## config.mk

```make
export PLATFORM = sky130hd
export DESIGN_NAME = init_status_handler
export DESIGN_NICKNAME = d
export VERILOG_FILES = /design/src/hw/init_status_handler.v
export VERILOG_INCLUDE_DIRS = /design/src /design/src/hw
export SDC_FILE = /design/constraint.sdc
export NUM_CORES = 1
export LEC_CHECK = 0
export BUFFER_PORTS_ARGS = -buffer_cell sky130_fd_sc_hd__buf_2
export CAP_MARGIN = 0
export CORE_UTILIZATION = 54
export CTS_CLUSTER_DIAMETER = 40
export DETAILED_ROUTE_END_ITERATION = 8
export PLACE_DENSITY = 0.81
export SYNTH_ARGS = -nofsm -noshare
export SYNTH_HDL_FRONTEND = slang
export SYNTH_SLANG_ARGS = --single-unit
```

## constraint.sdc

```tcl
create_clock -name sys_clk -period 3.1 [get_ports sys_clk]
set_input_delay 0 -clock sys_clk [delete_from_list [all_inputs] [get_ports sys_clk]]
set_output_delay 0 -clock sys_clk [all_outputs]
set_load 0.005 [all_outputs]
```

## src/hw/init_status_defs.vh

```
// constants for the initialization and status command handler
// assumes inclusion by bare name from the design file
`ifndef INIT_STATUS_DEFS_VH
`define INIT_STATUS_DEFS_VH

// ***************************
// register offsets
// ***************************
`define CFG_OFFSET          12'h000
`define STAT_OFFSET         12'h004
`define OTP_CHK_OFFSET      12'h008

// ***************************
// config register fields
// ***************************
`define CFG_PP_ADDR_LSB     0
`define CFG_PP_VALID_BIT    4
`define CFG_RES_LOW_BIT     5
`define CFG_CHECKOUT_BIT    6
`define CFG_PROP_LSB        7
`define CFG_INT_ERR_BIT     9
`define CFG_WIDTH           10
`define CFG_RESET           10'h000
`define OTP_CHK_RESET       4'h0

// ***************************
// command codes and crc
// ***************************
`define CMD_INIT            4'h0
`define CMD_STATUS          4'h1
`define CRC4_POLY           4'h3
`define CRC4_SEED           4'ha
`define BANK_VALID_MASK     4'h7

// ***************************
// timing
// ***************************
`define SYS_CLK_MHZ         40
`define BLANK_TIME_NS       50000
`define BLANK_CYCLES        ((`BLANK_TIME_NS * `SYS_CLK_MHZ + 999) / 1000)

`endif

```

## src/hw/init_status_handler.v

```verilog
// initialization and status request handler of a daisy-chained sensor node
// assumes a framing layer that delivers checked, decoded commands and
// marks the start of every bus transfer; software reaches config over apb
`include "init_status_defs.vh"
`timescale 1ns/10ps
`default_nettype none

module init_status_handler (
  // clock and reset
  input  wire        sys_clk,
  input  wire        nrst,
  // apb slave
  input  wire        psel,
  input  wire        penable,
  input  wire        pwrite,
  input  wire [11:0] paddr,
  input  wire [31:0] pwdata,
  output reg  [31:0] prdata_ff,
  output reg         pready_ff,
  output reg         pslverr_ff,
  // decoded command from framing layer
  input  wire        cmd_valid,
  input  wire        cmd_crc_ok,
  input  wire        cmd_long,
  input  wire        cmd_enhanced,
  input  wire [3:0]  cmd_code,
  input  wire [3:0]  cmd_addr,
  input  wire [7:0]  cmd_data,
  input  wire        xfer_start,
  // reply to framing layer
  output reg         rsp_valid_ff,
  output reg  [15:0] rsp_word_ff,
  output reg         rsp_long_ff,
  output reg         rsp_is_init_ff,
  output reg  [3:0]  rsp_crc_ff,
  // analog side
  input  wire        downstream_bus_node_high,
  output reg         bus_switch_ff
);

  // ***************************
  // states
  // ***************************
  localparam [3:0] ST_IDLE  = 4'b0001;
  localparam [3:0] ST_TEST  = 4'b0010;
  localparam [3:0] ST_BLANK = 4'b0100;
  localparam [3:0] ST_READY = 4'b1000;
  localparam integer BLANK_INT = `BLANK_CYCLES;
  localparam [11:0]  BLANK_CNT = BLANK_INT[11:0];

  // ***************************
  // crc over a reply word
  // ***************************
  function [3:0] crc4;
    input [15:0] word;
    integer i;
    reg [3:0] c;
    begin
      c = `CRC4_SEED;
      for (i = 15; i >= 0; i = i - 1) begin
        if (c[3] ^ word[i]) begin
          c = {c[2:0], 1'b0} ^ `CRC4_POLY;
        end else begin
          c = {c[2:0], 1'b0};
        end
      end
      crc4 = c;
    end
  endfunction

  // ***************************
  // state
  // ***************************
  reg [3:0]            state_ff;
  reg [11:0]           blank_cnt_ff;
  reg [3:0]            dev_addr_ff;
  reg                  bus_fault_flag_ff;
  reg                  otp_program_enable_ff;
  reg [1:0]            bank_ff;
  reg [7:0]            init_data_ff;
  reg [3:0]            init_addr_ff;
  reg [`CFG_WIDTH-1:0] cfg_ff;
  reg [3:0]            otp_chk_ff;
  reg                  pend_ff;
  reg [15:0]           pend_word_ff;
  reg                  pend_long_ff;
  reg                  pend_init_ff;

  wire [3:0] pp_addr        = cfg_ff[`CFG_PP_ADDR_LSB+3:`CFG_PP_ADDR_LSB];
  wire       pp_valid       = cfg_ff[`CFG_PP_VALID_BIT];
  wire       res_low        = cfg_ff[`CFG_RES_LOW_BIT];
  wire       checkout_running_flag = cfg_ff[`CFG_CHECKOUT_BIT];
  wire [1:0] property_pair  = cfg_ff[`CFG_PROP_LSB+1:`CFG_PROP_LSB];
  wire       int_err        = cfg_ff[`CFG_INT_ERR_BIT];
  wire       initialized    = (state_ff == ST_READY) | (state_ff == ST_BLANK);

  // address before init is the preprogrammed one or zero
  wire [3:0] cur_addr = initialized ? dev_addr_ff : (pp_valid ? pp_addr : 4'h0);

  // ***************************
  // command decode
  // ***************************
  wire [3:0] program_address      = init_data_ff[3:0];
  wire       switch_close_request = init_data_ff[6];
  wire [1:0] cmd_bank             = init_data_ff[5:4];

  // stray commands and reserved codes never leave a reply
  wire good_cmd = cmd_valid & cmd_crc_ok;
  wire init_take = good_cmd & (cmd_code == `CMD_INIT) & cmd_long & ~cmd_enhanced
                   & (state_ff == ST_IDLE);
  // status request is blind to data bits beyond the crc
  wire stat_take = good_cmd & (cmd_code == `CMD_STATUS) & (state_ff == ST_READY)
                   & (cur_addr != 4'h0) & (cmd_addr == cur_addr);

  // both addressing cases are checked together with the bank pair
  wire addr_ok = pp_valid ? ((init_addr_ff == pp_addr) & (program_address == pp_addr))
                          : ((init_addr_ff == 4'h0) & (program_address != 4'h0));
  wire [3:0] bank_mask = `BANK_VALID_MASK >> cmd_bank;
  wire       bank_ok   = bank_mask[0];
  wire       init_ok   = addr_ok & bank_ok;

  // ***************************
  // reply words
  // ***************************
  wire [7:0]  stat_low  = {otp_program_enable_ff, res_low, checkout_running_flag, bus_switch_ff,
                           property_pair, int_err, 1'b0};
  wire [15:0] stat_word = cmd_long ? {cur_addr, 4'h0, stat_low}
                                   : {8'h00, stat_low};
  wire        fault_now = downstream_bus_node_high;
  wire [15:0] init_word = {program_address, 3'b000, fault_now, init_data_ff[7],
                           ~fault_now & switch_close_request, cmd_bank, program_address};

  // otp image checked with the address field forced to zero
  wire [15:0] otp_image = {6'h00, cfg_ff[`CFG_WIDTH-1:`CFG_PP_VALID_BIT], 4'h0};
  wire [3:0]  otp_calc  = crc4(otp_image);
  wire        otp_error = otp_calc != otp_chk_ff;

  // ***************************
  // init sequence and replies
  // ***************************
  always @(posedge sys_clk or negedge nrst) begin
    if (!nrst) begin
      state_ff              <= ST_IDLE;
      blank_cnt_ff          <= 12'h000;
      dev_addr_ff           <= 4'h0;
      bus_fault_flag_ff     <= 1'b0;
      otp_program_enable_ff <= 1'b0;
      bank_ff               <= 2'b00;
      init_data_ff          <= 8'h00;
      init_addr_ff          <= 4'h0;
      bus_switch_ff         <= 1'b0;
      pend_ff               <= 1'b0;
      pend_word_ff          <= 16'h0000;
      pend_long_ff          <= 1'b0;
      pend_init_ff          <= 1'b0;
      rsp_valid_ff          <= 1'b0;
      rsp_word_ff           <= 16'h0000;
      rsp_long_ff           <= 1'b0;
      rsp_is_init_ff        <= 1'b0;
      rsp_crc_ff            <= 4'h0;
    end else begin
      rsp_valid_ff <= 1'b0;
      // a held reply goes out once at the next transfer start
      if (xfer_start && pend_ff) begin
        rsp_valid_ff   <= 1'b1;
        rsp_word_ff    <= pend_word_ff;
        rsp_long_ff    <= pend_long_ff;
        rsp_is_init_ff <= pend_init_ff;
        rsp_crc_ff     <= pend_init_ff ? crc4(pend_word_ff) : 4'h0;
        pend_ff        <= 1'b0;
      end
      case (state_ff)
        ST_IDLE: begin
          if (init_take) begin
            init_data_ff <= cmd_data;
            init_addr_ff <= cmd_addr;
            state_ff     <= ST_TEST;
          end
        end
        ST_TEST: begin
          bus_fault_flag_ff <= fault_now;
          if (init_ok) begin
            dev_addr_ff           <= program_address;
            otp_program_enable_ff <= init_data_ff[7];
            bank_ff               <= cmd_bank;
            pend_ff               <= 1'b1;
            pend_word_ff          <= init_word;
            pend_long_ff          <= 1'b1;
            pend_init_ff          <= 1'b1;
            if (!fault_now && switch_close_request) begin
              bus_switch_ff <= 1'b1;
              blank_cnt_ff  <= BLANK_CNT;
              state_ff      <= ST_BLANK;
            end else begin
              state_ff <= ST_READY;
            end
          end else begin
            // switch stays open and no reply is queued
            state_ff <= ST_IDLE;
          end
        end
        ST_BLANK: begin
          // commands are dropped while the bus voltage recovers
          if (blank_cnt_ff <= 12'h001) begin
            state_ff <= ST_READY;
          end else begin
            blank_cnt_ff <= blank_cnt_ff - 12'h001;
          end
        end
        ST_READY: begin
          if (stat_take) begin
            pend_ff      <= 1'b1;
            pend_word_ff <= stat_word;
            pend_long_ff <= cmd_long;
            pend_init_ff <= 1'b0;
          end
        end
        default: begin
          state_ff <= ST_IDLE;
        end
      endcase
    end
  end

  // ***************************
  // apb slave
  // ***************************
  // answer comes in the first access cycle, never stretched
  wire setup  = psel & ~penable;
  wire access = psel & penable & pready_ff;
  wire hit_cfg  = paddr == `CFG_OFFSET;
  wire hit_stat = paddr == `STAT_OFFSET;
  wire hit_chk  = paddr == `OTP_CHK_OFFSET;

  always @(posedge sys_clk or negedge nrst) begin
    if (!nrst) begin
      cfg_ff     <= `CFG_RESET;
      otp_chk_ff <= `OTP_CHK_RESET;
      prdata_ff  <= 32'h00000000;
      pready_ff  <= 1'b0;
      pslverr_ff <= 1'b0;
    end else begin
      pready_ff  <= setup;
      pslverr_ff <= setup & ~(hit_cfg | hit_stat | hit_chk);
      if (setup) begin
        if (hit_cfg) begin
          prdata_ff <= {22'h000000, cfg_ff};
        end else if (hit_stat) begin
          prdata_ff <= {19'h00000, otp_error, pend_ff, state_ff == ST_BLANK, bank_ff,
                        otp_program_enable_ff, bus_switch_ff, bus_fault_flag_ff,
                        initialized, cur_addr};
        end else if (hit_chk) begin
          prdata_ff <= {24'h000000, otp_calc, otp_chk_ff};
        end else begin
          prdata_ff <= 32'h00000000;
        end
      end
      if (access && pwrite && hit_cfg) begin
        cfg_ff <= pwdata[`CFG_WIDTH-1:0];
      end
      if (access && pwrite && hit_chk) begin
        otp_chk_ff <= pwdata[3:0];
      end
    end
  end

endmodule // init_status_handler

`default_nettype wire

```

### Word-level counts from Yosys, hierarchy flattened

Index checks and enable logic that the tools add are counted.

| operators by class | value |
|---|---|
| reductions and logical operators | 19 |
| add/subtract/negate cells | 1 |
| muxes and demuxes | 71 |
| order comparisons | 1 |
| shift-type cells | 1 |
| bitwise gates (word level) | 69 |
| $mul | 0 |
| div/mod/pow operators | 0 |
| equality and inequality tests | 17 |

Operators by type and width:

| operator | number |
|---|---|
| 4-bit 2-to-1 mux | 22 |
| 2-bit 2-to-1 mux | 26 |
| 16-bit 2-to-1 mux | 3 |
| 2-bit inverter | 24 |
| 12-bit 2-to-1 mux | 3 |
| 16-bit case mux with 2 select lines | 1 |
| 13-bit 2-to-1 mux | 2 |
| 12-bit case mux with 2 select lines | 1 |
| 1-bit bitwise XOR | 18 |
| 1-bit bitwise AND | 17 |
| 4-bit case mux with 4 select lines | 1 |
| 12-bit by 3-bit equality test with 1-bit output, second input constant | 1 |
| 12-bit by 4-bit equality test with 1-bit output, second input constant | 1 |
| 4-bit equality test | 3 |
| 12-bit by 1-bit <= comparator with 1-bit output, second input constant | 1 |
| 12-bit zero test | 1 |
| 2-bit inequality test, second input constant | 6 |
| 12-bit by 1-bit subtractor with 12-bit output, second input constant | 1 |
| 3-bit AND reduction | 3 |
| 4-bit by 1-bit equality test with 1-bit output, second input constant | 2 |
| 4-bit zero test | 2 |
| 1-bit 2-to-1 mux | 8 |
| 8-bit 2-to-1 mux | 1 |
| 4-bit nonzero test | 2 |
| other kinds (14) | 29 |

| storage, ports and cells | value |
|---|---|
| bits in latches | 0 |
| register bits | 127 |
| word-level logic and storage cells | 202 |
| output and inout port bits | 58 |
| memories kept | 0 |
| memory bits (read-only) | 0 |
| memory bits (writable) | 0 |

### Depth between registers and ports, before layout

Gate-level depths: netlist of run 1.

| depth | value |
|---|---|
| depth in word-level cells | 47 |
| depth in mapped cells | 9 |
| mapped depth without buffers | 8 |

### Worst setup path before layout of run 1

Ideal clock, no wire load.

| path | value |
|---|---|
| path kind | register to register |
| from | register state_ff[1] |
| to | register pend_word_ff[1] |
| setup time | 123 ps |
| arrival | 2055 ps |
| path buffers | 3 |
| cell stages (with the launch flop) | 10 |
| period minus slack after synthesis | 2178 ps |
| data required time | 2977 ps |
| slack | 922 ps |
| cells stage by stage | dfrtp_1 -> or2_1 -> buf_6 -> nor3b_4 -> o2111ai_1 -> a2111oi_4 -> or2_0 -> buf_4 -> buf_12 -> a2bb2oi_1 |

| on the way | value |
|---|---|
| cells in the longest elaborated chain, start to end | 8 |
| elaborated cells between the ends (all ways) | 15 |
| those cells by class | eq/ne: 6; mux: 2; bitwise: 4; reduce/logical: 3 |

Ends and longest elaborated chain:

| element | line | RTL |
|---|---|---|
| start: declaration | init_status_handler.v:74 | `reg [3:0] state_ff;` |
| start signal: assignment | init_status_handler.v:143 | `state_ff <= ST_IDLE;` |
| start signal: assignment | init_status_handler.v:177 | `state_ff <= ST_TEST;` |
| start signal: assignment | init_status_handler.v:193 | `state_ff <= ST_BLANK;` |
| 4-bit equality test or 4-bit by 3-bit equality test with 1-bit output (tied branches) | init_status_handler.v:95, init_status_handler.v:112, init_status_handler.v:172 |  |
| 1-bit OR | init_status_handler.v:95 | `wire initialized = (state_ff == ST_READY) \| (state_ff == ST_BLANK);` |
| 4-bit 2-to-1 mux | init_status_handler.v:98 | `wire [3:0] cur_addr = initialized ? dev_addr_ff : (pp_valid ? pp_addr : 4'h0);` |
| 4-bit nonzero test | init_status_handler.v:113 | `& (cur_addr != 4'h0) & (cmd_addr == cur_addr);` |
| 1-bit bitwise AND (2 in series) | init_status_handler.v:112 | `` wire stat_take = good_cmd & (cmd_code == `CMD_STATUS) & (state_ff == ST_READY) `` |
| 2-bit inequality test (no line) | - |  |
| 3-bit AND reduction (no line) | - |  |
| end signal: assignment | init_status_handler.v:187 | `pend_word_ff <= init_word;` |
| end signal: assignment | init_status_handler.v:213 | `pend_word_ff <= stat_word;` |
| end: declaration | init_status_handler.v:85 | `reg [15:0] pend_word_ff;` |

Parallel ways exist; a longest one is shown, timed or not.
A chain may end at the register's enable or synchronous reset.

### Worst setup path after layout of run 1

| path | value |
|---|---|
| from | register state_ff[3] |
| to | register pend_word_ff[8] |

The elaborated chain is that of the path after synthesis.

==> results of run 1 <==
cells in the final DEF (no fill, tap or decap), types with 4 or more instances in the layout:
cell and n:
sky130_fd_sc_hd__dfrtp_1 101, sky130_fd_sc_hd__buf_2 83, sky130_fd_sc_hd__nand2_1 50, sky130_fd_sc_hd__mux2_2 44, sky130_fd_sc_hd__dlygate4sd3_1 31, sky130_fd_sc_hd__o21ai_0 26
sky130_fd_sc_hd__xnor2_1 25, sky130_fd_sc_hd__nor2_1 22, sky130_fd_sc_hd__conb_1 22, sky130_fd_sc_hd__a21oi_1 13, sky130_fd_sc_hd__nand3_1 11, sky130_fd_sc_hd__clkbuf_8 10
sky130_fd_sc_hd__or3_1 9, sky130_fd_sc_hd__inv_1 8, sky130_fd_sc_hd__xor2_1 8, sky130_fd_sc_hd__o22ai_1 8, sky130_fd_sc_hd__buf_4 8, sky130_fd_sc_hd__nor4_1 7
sky130_fd_sc_hd__a222oi_1 7, sky130_fd_sc_hd__nor3_1 7, sky130_fd_sc_hd__a2bb2oi_2 7, sky130_fd_sc_hd__a31oi_1 6, sky130_fd_sc_hd__o2bb2ai_1 6, sky130_fd_sc_hd__a2bb2oi_1 5
sky130_fd_sc_hd__nand2b_1 4, sky130_fd_sc_hd__a221oi_1 4
power by group:
| group | internal, mW | switching (mW) | total (mW) |
|---|---|---|---|
| clock | 0.406 | 0.473 | 0.879 |
| combinational | 0.0899 | 0.108 | 0.198 |
| sequential | 1.35 | 0.0204 | 1.37 |
cell families (layout without fill, tap and decap cells):
| kind of cell | after synthesis | after routing |
|---|---|---|
| simple gates | 142 | 142 |
| buf+inv | 51 | 146 |
| xor+xnor | 34 | 34 |
| mux | 44 | 44 |
| other cells | 1 | 22 |
| fa+ha+maj | 2 | 2 |
| flops | 102 | 102 |
| compound gates | 105 | 105 |
final cells by class:
class,instances,area [sq um]
fillers,720,3130
flip-flops and latches,102,2550
inverters,8,30.0
well taps,129,161
multi-input cells,349,2460
clock inverters,5,66.3
repair buffers,122,786
clock buffers,11,141
stage by stage:
| step | utilization (%) | instance area (sq um) | hold WS [ps] | instances | power [mW] |
|---|---|---|---|---|---|
| floorplan | - | 5340 | -296 | 502 | 1.50 |
| global placement | 60.9 | 5680 | -11.1 | 679 | 1.55 |
| detailed placement | 60.9 | 5680 | -5.50 | 679 | 1.56 |
| CTS | 66.4 | 6190 | 115 | 726 | 2.46 |
| global route | 66.4 | 6190 | 155 | 726 | 2.54 |
| finish | 66.4 | 6190 | 122 | 726 | 2.44 |
worst max-delay path, cell delays in order (launching register included):
cell	delay, ps
sky130_fd_sc_hd__dfrtp_1	600
sky130_fd_sc_hd__xor2_2	270
sky130_fd_sc_hd__a21oi_1	120
sky130_fd_sc_hd__or3_1	410
sky130_fd_sc_hd__a2111oi_4	510
sky130_fd_sc_hd__or2_0	420
sky130_fd_sc_hd__buf_4	260
sky130_fd_sc_hd__o2bb2ai_1	130
what timing repair did:
item,4_1_cts,5_1_grt
hold buffers,31,0
endpoints found under the hold margin,70,0
endpoints found under the setup margin,0,0
gates resized for setup,0,0
layer usage:
metal  wire length, um  GRT usage (%)
met1              5120           32.1
met2              5850           41.9
met3               523           3.61
met4               178           7.92
met5                 0              0
worst max path at each step:
stage / start / endpoint
finish: state_ff[3]$_DFFE_PN0P_ / pend_word_ff[8]$_DFFE_PN0P_
global route: state_ff[1]$_DFFE_PN0P_ / pend_word_ff[8]$_DFFE_PN0P_
detailed placement: state_ff[3]$_DFFE_PN0P_ / pend_word_ff[2]$_DFFE_PN0P_
CTS: state_ff[1]$_DFFE_PN0P_ / pend_word_ff[2]$_DFFE_PN0P_
floorplan: state_ff[1]$_DFFE_PN0P_ / pend_word_ff[1]$_DFFE_PN0P_
global placement: state_ff[3]$_DFFE_PN0P_ / pend_word_ff[2]$_DFFE_PN0P_
registers in the layout, indices dropped and copies added (netlist names), 2 cells and up:
register and count:
bank_ff 2, blank_cnt_ff 12, cfg_ff 10, dev_addr_ff 4, init_addr_ff 4, init_data_ff 8, otp_chk_ff 4, pend_word_ff 13
prdata_ff 13, rsp_crc_ff 4, rsp_word_ff 13, state_ff 4
==> results, run 1 <==
- Setup violations remaining at the end of the flow were counted as 0.
- The kind of path behind the tightest hold check is in2async.
- The critical path endpoint category is a register.
- The fraction of the mapped netlist area in simple logic gates is roughly 14%.
- Entering global routing, the biggest net connects between 40 and 50 pins.
- The count of buffers added on input and output ports is 84.
- The die footprint is 10100 sq um.
- The net count of the finished layout is roughly 670.
- After layout, the worst path uses 89.9% of the clock period.
- The number of synthesized register bits is between 100 and 150.
- The total overflow left after global routing is 0.
- The count of final hold-check violations is 0.
- The number of levels in the clock H-tree is 3.
- STA classifies the critical path startpoint as a register.
- The clock period could shrink to around 2800 ps.
- For this run, design rule violations remaining after detail routing come to 0.
- For this design the top-level I/O count stands at approximately 130.
- The total standard cell area after synthesis is approximately 5300 sq um.
- The share of layout cells above drive strength 1 is 28.8%.
- Based on the critical path, the design can be clocked at up to 0.359 GHz.
- Across all setup checks in the final design, the least slack found is ~310 ps.
- The post-synthesis mux area share is 9.42%.
- The slack of the worst reg-to-reg path is roughly 310 ps.
- After Yosys synthesis, XOR and XNOR cells account for approximately 5.8% of the synthesized area.
- The critical path is of the reg2reg type.
- The total via count in the routed design is approximately 4100.
- Across the run, the number of max-cap violations was 0.
- For the final database, setup skew stands at between 15 and 20 ps.
- The endpoint required time on the critical path is approximately 3400 ps.
- The floorplan step set the die height to about 100 um.
- The count of unique library cells instantiated by Yosys is 67.
- The flow ran to the end, and the final reports show no timing, DRC or antenna violations.
- The final antenna-violating net count is 0.
- The clock latency reported for the late side of the worst-skew pair is around 370 ps.
- Setup repair after global routing left no endpoint under its margin.
- The normalized max-slew margin is a little over two fifths.
- In this run, CTS created clock tree buffers numbering 9.
- The cell count of the worst reg-to-reg path is 7.
- The clock tree from TritonCTS is yes.
- In this run, synthesis inferred 0 flip-flops with an integrated enable.
- The routability-driven placement congestion ratio is a little under 1.
- The wire length per cell after detailed routing is 16.1 um.
- The via count of the first global-routing pass is about 3900.
- The post-CTS clock slew at the launch and capture registers of the worst setup and hold paths is approximately 100 ps.
- The share of the synthesized area in the top cell type is roughly half.
- The async set or reset register ratio after synthesis is 100%.
- The die is 101 um wide.
- The wire length of the first global-routing pass is between 15000 and 20000 um.
- The initial standard-cell utilization of the core is roughly 56%.
- The number of warning messages in the yosys log is 0.
- The buffers inserted during post-CTS setup optimization is 0.
- The first-pass detailed-route iteration total is 5.
- The initial antenna violation count is 0.
- The static leakage is between 2 and 3 nW.
- The clock net in this run drives a total of around 100 sinks.
- Data on the critical path arrives at its endpoint at roughly 3000 ps.
- The number of antenna diodes in the final layout is 0.
- The endpoint of the worst-slack reg-to-reg timing path is pend_word_ff[8]$_DFFE_PN0P_.
- Counting every instance in the synthesized netlist gives approximately 480.
- For this run, the register share of the synthesized area comes to approximately half.
- The most used flip-flop cell after synthesis is sky130_fd_sc_hd__dfrtp_1.
- The number of DRC markers in iteration 0 is between 200 and 300.
- After Yosys synthesis, full adders, half adders and majority gates account for less than 1% of the synthesized area.
- The tree is rooted in a sky130_fd_sc_hd__clkbuf_8.
- Before CTS, the worst setup slack after placement is around 380 ps.
- The routed design has about 12000 um of wire.
- By count the netlist is led by sky130_fd_sc_hd__dfrtp_1, sky130_fd_sc_hd__nand2_1, sky130_fd_sc_hd__mux2_2, sky130_fd_sc_hd__o21ai_0, sky130_fd_sc_hd__xnor2_1.
- After legalization and detailed placement, the total HPWL measured 8440 um.
- The mean instance size in the synthesized netlist is about 11 sq um.
- Dividing the detail-routed via count by the number of cells gives between 5 and 6.
- The number of cell rows is 35.
- The aggregate global-route resource usage is approximately 24%.
- The final max-slew violation count was 0.
- At the pin with the least slew margin, the transition time is around 850 ps.
- Across the VDD grid, the largest voltage drop is around 0.00029 V.
- The worst reg2reg path startpoint is state_ff[3]$_DFFE_PN0P_.
- For the final routed database, the setup TNS stands at 0 ps.
- The core region is a little over 9000 sq um.
- By area, the combinational part of the netlist is dominated by compound AO/OA/AOI/OAI gates.
- The area growth from synthesis to layout is 17.8%.
- The dominant cell by count in the synthesized netlist is sky130_fd_sc_hd__dfrtp_1.
- The post-synthesis compound-gate area fraction is 15.2%.
- The number of buffers between clock root and the deepest sink is 2.
- The cell type with the largest total area after synthesis is sky130_fd_sc_hd__dfrtp_1.
- In the post-synthesis netlist, the biggest area contributors are sky130_fd_sc_hd__dfrtp_1, sky130_fd_sc_hd__mux2_2, sky130_fd_sc_hd__xnor2_1.
- In this run the power density over the cells is 395 nW/um^2.
- The highest fanout seen on the critical path is 11.
Power figures use the tool's default switching activity.
==> inputs of run 2 (changes only) <==
--- a/config.mk
+++ b/config.mk
@@ -6,9 +6,10 @@
 export SDC_FILE = /design/constraint.sdc
 export NUM_CORES = 1
 export LEC_CHECK = 0
+export ABC_AREA = 1
 export BUFFER_PORTS_ARGS = -buffer_cell sky130_fd_sc_hd__buf_2
 export CAP_MARGIN = 0
-export CORE_UTILIZATION = 54
+export CORE_UTILIZATION = 55
 export CTS_CLUSTER_DIAMETER = 40
 export DETAILED_ROUTE_END_ITERATION = 8
 export PLACE_DENSITY = 0.81
==> run 2 against run 1 <==
Sequential power is 3% higher. First-iteration DRC count is 21% higher. Fmax is 24% higher. Critical path type unchanged. Power is 3.8% higher. Design area is 8.1% higher. Wire length is 12% higher. Non-clock buffer count is 6 lower. Combinational power is 24% higher. Flip-flop and latch count stayed put. Synthesized area is 9.8% higher.
==> results, run 2 <==
- The run finished with clean final reports.
- The total via count in the routed design is around 5200.
- The first TritonRoute pass finished after 5 iterations.
- The worst pin sits at a relative slew slack of ~56%.
- The number of cells in the design after placement is 978.
- By instance count, the leading cell after synthesis is sky130_fd_sc_hd__nand2_1.
- Counting along the longest clock path gives a buffer depth of 2.
- 0 antenna diodes ended up in the layout.
- Setup repair after global routing left no endpoint under its margin.
- Counting flops with a built-in enable in the synthesized netlist gives 0.
- The placed instances occupy a cell area of just over 6000 sq um.
- The count of buffers from port buffering is 84.
- The share of total power dissipated in the clock network is between 30% and 40%.
- Counting every sink on the clock net gives approximately 100.
- The utilization after layout is about two thirds.
- The post-layout instance count excluding filler cells is 1020.
- During synthesis, Yosys emitted a total of 0 warnings.
- TritonCTS built the clock tree.
- The global route total overflow is 0.
- The routed via count divided by cell count is slightly above 5.
- The die width is about 100 um.
- The most used flip-flop cell after synthesis is sky130_fd_sc_hd__dfrtp_1.
- The min-delay analysis places its worst path in the category in2reg.
- The count of final hold-check violations was 0.
- The worst setup skew after layout is between 8 and 9 ps.
- The cell count after synthesis came out at around 770.
- The total design power is between 2 and 3 mW.
- For this block, the initial DRC count from the detailed router was 306.
- The static leakage is 3.67 nW.
- The async set or reset register ratio after synthesis is 100%.
- The sequential cell area fraction in the yosys report is between 40% and 50%.
- The initial antenna violation count was 0.
- Before CTS, the worst setup slack after placement is 848 ps.
- The post-layout instance area is between 6000 and 7000 sq um.
- The max-cap check violation count is 0.
- Setup violations remaining at the end of the flow were counted as 0.
- For this design the total switching power over the nets is 0.664 mW.
- The cell with the largest stage delay on the worst path is sky130_fd_sc_hd__dfstp_2.
- Entering global routing, the biggest net connects 53 pins.
- The via count of the first global-routing pass is 4807.
- The routability-driven placement congestion ratio is ~0.93.
- The largest registers in the layout are pend_word_ff x13, prdata_ff x13, rsp_word_ff x13.
- By count the netlist is led by sky130_fd_sc_hd__nand2_1, sky130_fd_sc_hd__dfrtp_1, sky130_fd_sc_hd__inv_1, sky130_fd_sc_hd__o21ai_0, sky130_fd_sc_hd__nand3_1.
- After layout, the worst path uses roughly 73% of the clock period.
- The share of the synthesized area in the top cell type is between 40% and 50%.
- In this run the clock root is driven by a sky130_fd_sc_hd__clkbuf_8.
- The aggregate global-route resource usage is 25.5%.
- The wire length of the first global-routing pass is 22400 um.
- The power share of the combinational group is 9.7%.
- The cell class contributing the biggest share of worst-path delay is simple AND/OR/NAND/NOR gates.
- The share of layout cells above drive strength 1 is between 10% and 20%.
- Counting distinct cell types in the post-synthesis netlist gives 48.
- The total standard cell area after synthesis is 5780 sq um.
- The count of pins on the block boundary is around 130.
- IR analysis of the VDD net gives a maximum drop of between 0.0003 and 0.0004 V.
- After the last flow step, the layout net total stands at around 950.
- STA classifies the critical path endpoint as a register.
- The routed design has between 10000 and 15000 um of wire.
- The detailed-placement wirelength estimate is between 9000 and 10000 um.
- The power share of the sequential group is a little under three fifths.
- The setup path with the least slack is of type reg2reg.
- Net switching is a little over a quarter of the power.
- After filler insertion, the fill cell instance count of the layout stands at 930.
- Leaving out fill and tap cells, the most frequent cells in the layout are sky130_fd_sc_hd__nand2_1, sky130_fd_sc_hd__dfrtp_1, sky130_fd_sc_hd__inv_1.
- Hold timing on the final database bottoms out at a slack of 24.3 ps.
- The area growth from synthesis to layout is 15.9%.
- The die covers around 11000 sq um.
- STA puts the critical path data required time at between 3000 and 4000 ps.
- The number of buffers and inverters on the critical path is 0.
- Yosys attributes the largest share of cell area to sky130_fd_sc_hd__dfrtp_1, sky130_fd_sc_hd__nand2_1, sky130_fd_sc_hd__inv_1.
- Along the worst path, the maximum fanout reaches 19.
- The transition time of the tightest slew-check pin is 662 ps.
- The setup slack of the critical path after layout is approximately 840 ps.
- The number of levels in the clock H-tree is 3.
- The post-layout minimum cycle time is about 2300 ps.
- The detail route stage leaves a number of antenna-violating nets equal to 0.
- In this run the power density over the cells is ~380 nW/um^2.
- sky130_fd_sc_hd__dfrtp_1 takes more of the synthesized area than any other cell.
- The worst path arrival time is around 2500 ps.
- The final max-slew violation count is 0.
- The wire length per cell after detailed routing is between 10 and 15 um.
- The most frequent cell on the critical path is sky130_fd_sc_hd__nand2_1.
- The leading cell type in the layout, fill and taps excluded is sky130_fd_sc_hd__nand2_1.
- After clock tree synthesis, the clock-pin slew on the worst setup and hold paths is between 100 and 150 ps.
- Row generation in the floorplan step produced 37 rows.
- The clock latency reported for the late side of the worst-skew pair is 370 ps.
- The signal on the critical path passes through nor2_4 > nand3_2 > nand2_2 > nand2_1 > nand2_2 > nand2_1 > nand2_2 > nor2_4 > nand3_4 > nand2_8 > nand2_1 > nand2_1 > nand2_1.
- STA classifies the critical path startpoint as a register.
- The average instance in the mapped netlist occupies between 7 and 8 sq um.
- Static timing analysis puts the maximum clock frequency at 0.443 GHz.
- The area of the core region is slightly above 10000 sq um.
- The initial standard-cell utilization of the core is between 50% and 60%.
- The internal power of the cells is about 1.9 mW.
- The number of synthesized register bits is around 100.
- The number of CTS-inserted buffers is 9.
- The number of remaining DRC errors is 0.
- The largest single stage delay on the critical path is 620 ps.
- The post-route setup TNS is 0 ps.
- The y dimension of the die is roughly 100 um.
-- run 2: changes by cell type after synthesis, moves of 8 or more --
| cell | previous run | this run |
|---|---|---|
| sky130_fd_sc_hd__nand2_2 | 0 | 12 |
| sky130_fd_sc_hd__nor2_1 | 22 | 45 |
| sky130_fd_sc_hd__o21ai_2 | 0 | 8 |
| sky130_fd_sc_hd__mux2_2 | 44 | 1 |
| sky130_fd_sc_hd__nand2_1 | 50 | 264 |
| sky130_fd_sc_hd__nand3_1 | 11 | 57 |
| sky130_fd_sc_hd__xnor2_1 | 25 | 4 |
| sky130_fd_sc_hd__or3_1 | 9 | 0 |
| sky130_fd_sc_hd__o21ai_0 | 26 | 64 |
| sky130_fd_sc_hd__inv_1 | 8 | 95 |
-- run 2: repair_timing --
item | 4_1_cts | 5_1_grt
hold buffers | 26 | 0
hold endpoints to repair | 79 | 0
resized for setup | 0 | 0
setup buffers | 0 | 0
-- run 2: worst reg2reg max path, stage by stage (launching register included) --
cell                      delay (ps)
sky130_fd_sc_hd__dfstp_2         620
sky130_fd_sc_hd__nor2_4           70
sky130_fd_sc_hd__nand3_2         260
sky130_fd_sc_hd__nand2_2         190
sky130_fd_sc_hd__nand2_1         140
sky130_fd_sc_hd__nand2_2          70
sky130_fd_sc_hd__nand2_1          90
sky130_fd_sc_hd__nand2_2          70
sky130_fd_sc_hd__nor2_4          100
sky130_fd_sc_hd__nand3_4         170
sky130_fd_sc_hd__nand2_8         210
sky130_fd_sc_hd__nand2_1          70
sky130_fd_sc_hd__nand2_1          60
sky130_fd_sc_hd__nand2_1          50
-- run 2: final timing paths --
kind	from	endpoint	slack, ps	depth (start not counted)
max	state_ff[0]$_DFFE_PN1P_	pend_word_ff[12]$_DFFE_PN0P_	840	13
min	psel	pready_ff$_DFF_PN0_	20	4
max reg2reg	state_ff[0]$_DFFE_PN1P_	pend_word_ff[12]$_DFFE_PN0P_	840	13
min reg2reg	rsp_word_ff[4]$_DFFE_PN0P_	rsp_word_ff[4]$_DFFE_PN0P_	490	2
max in group asynchronous	nrst	init_data_ff[2]$_DFFE_PN0P_	2090	3
min in group asynchronous	nrst	prdata_ff[7]$_DFFE_PN0P_	180	2
-- run 2: power by group through the flow --
stage,clock (mW),sequential [mW],combinational (mW)
2_1_floorplan,0,1.44,0.121
3_3_place_gp,0,1.44,0.216
3_5_place_dp,0,1.44,0.221
4_1_cts,0.891,1.41,0.246
5_1_grt,0.937,1.42,0.284
6_report,0.880,1.41,0.246
-- run 2: final cells by class --
| class | count | area [sq um] | area share, % |
|---|---|---|---|
| Multi-Input combinational cell | 551 | 2670 | 39.8 |
| Sequential cell | 102 | 2550 | 38.1 |
| Timing Repair Buffer | 116 | 728 | 10.9 |
| Inverter | 99 | 372 | 5.55 |
| Tap cell | 136 | 170 | 2.54 |
| Clock buffer | 9 | 124 | 1.85 |
| Clock inverter | 7 | 81.3 | 1.21 |
-- run 2: kinds of logic after synthesis --
group / Yosys count / synth area share [%]
other: 1 / 0.0649
muxes: 1 / 0.195
and+or+nand+nor: 412 / 31.8
adders and majority gates: 2 / 0.433
AOI/OAI and AO/OA: 101 / 10.3
DFF: 102 / 44.2
buffers and inverters: 137 / 11.0
xor gates and xnor gates: 13 / 1.97
-- run 2: layer usage --
| layer | GRT usage [%] | vias up | part of all wire, % |
|---|---|---|---|
| met4 | 7.14 | 0 | 1.3 |
| met5 | 0 | - | 0 |
| li1 | - | 2617 | - |
| met3 | 2.69 | 14 | 5.1 |
| met2 | 41.8 | 181 | 48 |
| met1 | 35.9 | 2385 | 45 |
==> inputs of run 3 (changes only) <==
==> constraint.sdc (replaced) <==
create_clock -name sys_clk -period 2.2 [get_ports sys_clk]
set_input_delay 0 -clock sys_clk [delete_from_list [all_inputs] [get_ports sys_clk]]
set_output_delay 0 -clock sys_clk [all_outputs]
set_load 0.005 [all_outputs]
==> run 3 against run 2 <==
Hold slack improved by 24 ps. Clock skew increased by 8.6 ps. Combinational power rose by 42%. Global-route usage up 0.38 points. Critical path type unchanged. Largest cell class unchanged. Largest power group unchanged. Highest routed layer unchanged.
==> results, run 3 (synthesis results as in run 2) <==
- The number of DRC markers in iteration 0 is 299.
- Counting I/O delays and the setup requirement, the final critical path takes between 2000 and 2500 ps.
- The first-pass detailed-route iteration total is 5.
- The number of cells in the design after placement is 986.
- The max-cap check violation count is 0.
- Routability-driven placement finished with a final weighted congestion of approximately 0.92.
- Measured in cells, the most critical reg-to-reg path has a length of 13.
- The highest cell delay on the worst timing path is 620 ps.
- The post-route setup TNS is 0 ps.
- The number of levels in the clock H-tree is 3.
- VDD sags by at most ~0.00028 V.
- The aggregate global-route resource usage is between 20 and 30%.
- The number of remaining DRC errors is 0.
- The power per standard cell area is 516 nW/um^2.
- At the end of the flow, the number of nets in the layout was roughly 960.
- The wire length per cell after detailed routing is ~13 um.
- In this run the horizontal extent of the chip is between 100 and 150 um.
- The CTS sink count is just over 100.
- The final critical path takes up approximately 94% of the cycle.
- Leaving out filler cells and counting taps, the final layout contains between 1000 and 1500.
- The total of endpoints with negative setup slack in the final report is 0.
- In the layout the commonest cells are sky130_fd_sc_hd__nand2_1, sky130_fd_sc_hd__dfrtp_1, sky130_fd_sc_hd__inv_1.
- STA classifies the critical path endpoint as a register.
- The initial antenna violation count is 0.
- The area of the core region is slightly above 10000 sq um.
- For this run, the top clock speed supported by timing is between 0.4 and 0.5 GHz.
- The die footprint is roughly 11000 sq um.
- The y dimension of the die is between 100 and 150 um.
- The clock passes through at most 2 buffers.
- For this configuration, the core starts out at a cell density of roughly 56%.
- The slowest stage of the critical path belongs to the cell sky130_fd_sc_hd__dfstp_2.
- The number of cell rows is 37.
- The worst setup path is launched from a register.
- The clock latency reported for the late side of the worst-skew pair is around 380 ps.
- The most frequent cell on the critical path is sky130_fd_sc_hd__nand2_1.
- The post-CTS clock slew at the launch and capture registers of the worst setup and hold paths is ~110 ps.
- In the final layout, the registers with the most flip-flops are pend_word_ff x13, prdata_ff x13, rsp_word_ff x13.
- TritonCTS built the clock tree.
- The worst setup skew after layout is 17.0 ps.
- The kind of path behind the tightest hold check is in2async.
- The highest fanout seen on the critical path is 12.
- The static leakage is 3.73 nW.
- At the worst endpoint, the required time is approximately 2500 ps.
- The first global-routing pass estimated between 20000 and 25000 um of wire.
- Wires add up to between 10000 and 15000 um.
- The critical path is of the reg2reg type.
- The share of layout cells above drive strength 1 is approximately 18%.
- The count of inserted antenna diode cells is 0.
- The number of gates on the worst path with buffers counted is 13.
- The detailed-placement wirelength estimate is 9680 um.
- The kind of cell with the highest combined delay along the critical path is simple AND/OR/NAND/NOR gates.
- The setup slack of the critical path after layout is ~140 ps.
- The via count of the first global-routing pass is between 4000 and 5000.
- The routed via count divided by cell count is 5.02.
- The count of final hold-check violations was 0.
- The final max-slew violation count came to 0.
- Leaving out fill and tap cells, the most frequent cell in the layout is sky130_fd_sc_hd__nand2_1.
- The run finished with clean final reports.
- Global routing finished with a remaining overflow of 0.
- The count of pins on the block boundary is 129.
- Setup repair after global routing could not meet its margin everywhere.
- The pre-CTS worst setup slack is around 160 ps.
- Data arrives at the worst endpoint at approximately 2300 ps.
- Counting the buffers created by CTS gives 9.
- The count of buffers from port buffering is between 80 and 90.
- The cell sitting at the root of the clock tree is a sky130_fd_sc_hd__clkbuf_8.
- Entering global routing, the biggest net connects between 50 and 60 pins.
- The area growth from synthesis to layout is 17.7%.
- The signal on the critical path passes through nor2_4 > nand2_4 > nand2_2 > nand2_1 > nand2_1 > nand2_1 > nand2_1 > nor2_4 > nand3_4 > nand2_8 > nand2_1 > nand2_1 > inv_1.
- The routed layout has 5180 vias.
- The count of nets left with antenna violations once routing finished came out at 0.
- The total design power is ~3.5 mW.
- Together, buffers and inverters on the worst path number 1.
## run 3: layout make-up
class	count	area (sq um)
Tap cell	136	170
Fill cell	892	3430
Sequential cell	102	2550
Clock inverter	5	48.8
Multi-Input combinational cell	552	2690
Inverter	99	372
Clock buffer	11	141
Timing Repair Buffer	127	823
## run 3: where the power goes
| group | internal, mW | total (mW) | switching, mW |
|---|---|---|---|
| logic | 0.157 | 0.349 | 0.193 |
| registers | 1.94 | 1.99 | 0.0475 |
| clock network | 0.470 | 1.17 | 0.699 |
| total | 2.57 | 3.51 | 0.939 |
## run 3: worst paths after layout
| path | from | slack [ps] | end |
|---|---|---|---|
| setup / recovery | state_ff[0]$_DFFE_PN1P_ | 140 | pend_word_ff[1]$_DFFE_PN0P_ |
| hold / removal | nrst | 50 | prdata_ff[6]$_DFFE_PN0P_ |
| setup reg to reg | state_ff[0]$_DFFE_PN1P_ | 140 | pend_word_ff[1]$_DFFE_PN0P_ |
| hold reg to reg | pend_long_ff$_DFFE_PN0P_ | 480 | rsp_long_ff$_DFFE_PN0P_ |
| max in group asynchronous | nrst | 1480 | dev_addr_ff[1]$_DFFE_PN0P_ |
| min in group sys_clk | cmd_long | 50 | pend_long_ff$_DFFE_PN0P_ |
## run 3: per-layer routing
metal / vias to the layer above / wire length [um] / track usage (%)
met5: - / 0 / 0
met4: 0 / 193 / 6.94
met3: 21 / 576 / 2.63
met2: 133 / 6250 / 42.9
met1: 2396 / 6200 / 36.3
li1: 2630 / - / -
## run 3: what timing repair did
item | 4_1_cts | 5_1_grt
hold endpoints to repair | 131 | 0
hold buffers | 26 | 0
gates resized for setup | 0 | 1
setup endpoints to repair | 0 | 4
setup buffers | 0 | 3
## run 3: metrics by stage
step / utilization (%) / hold WS (ps) / area [sq um]
after global placement: 61.6 / -86.5 / 6300
after CTS: 66.0 / 13.8 / 6760
final: 66.4 / 47.9 / 6800
after detailed placement: 61.6 / -85.5 / 6300
after global routing: 66.4 / 61.1 / 6800
after floorplan: - / -296 / 5860
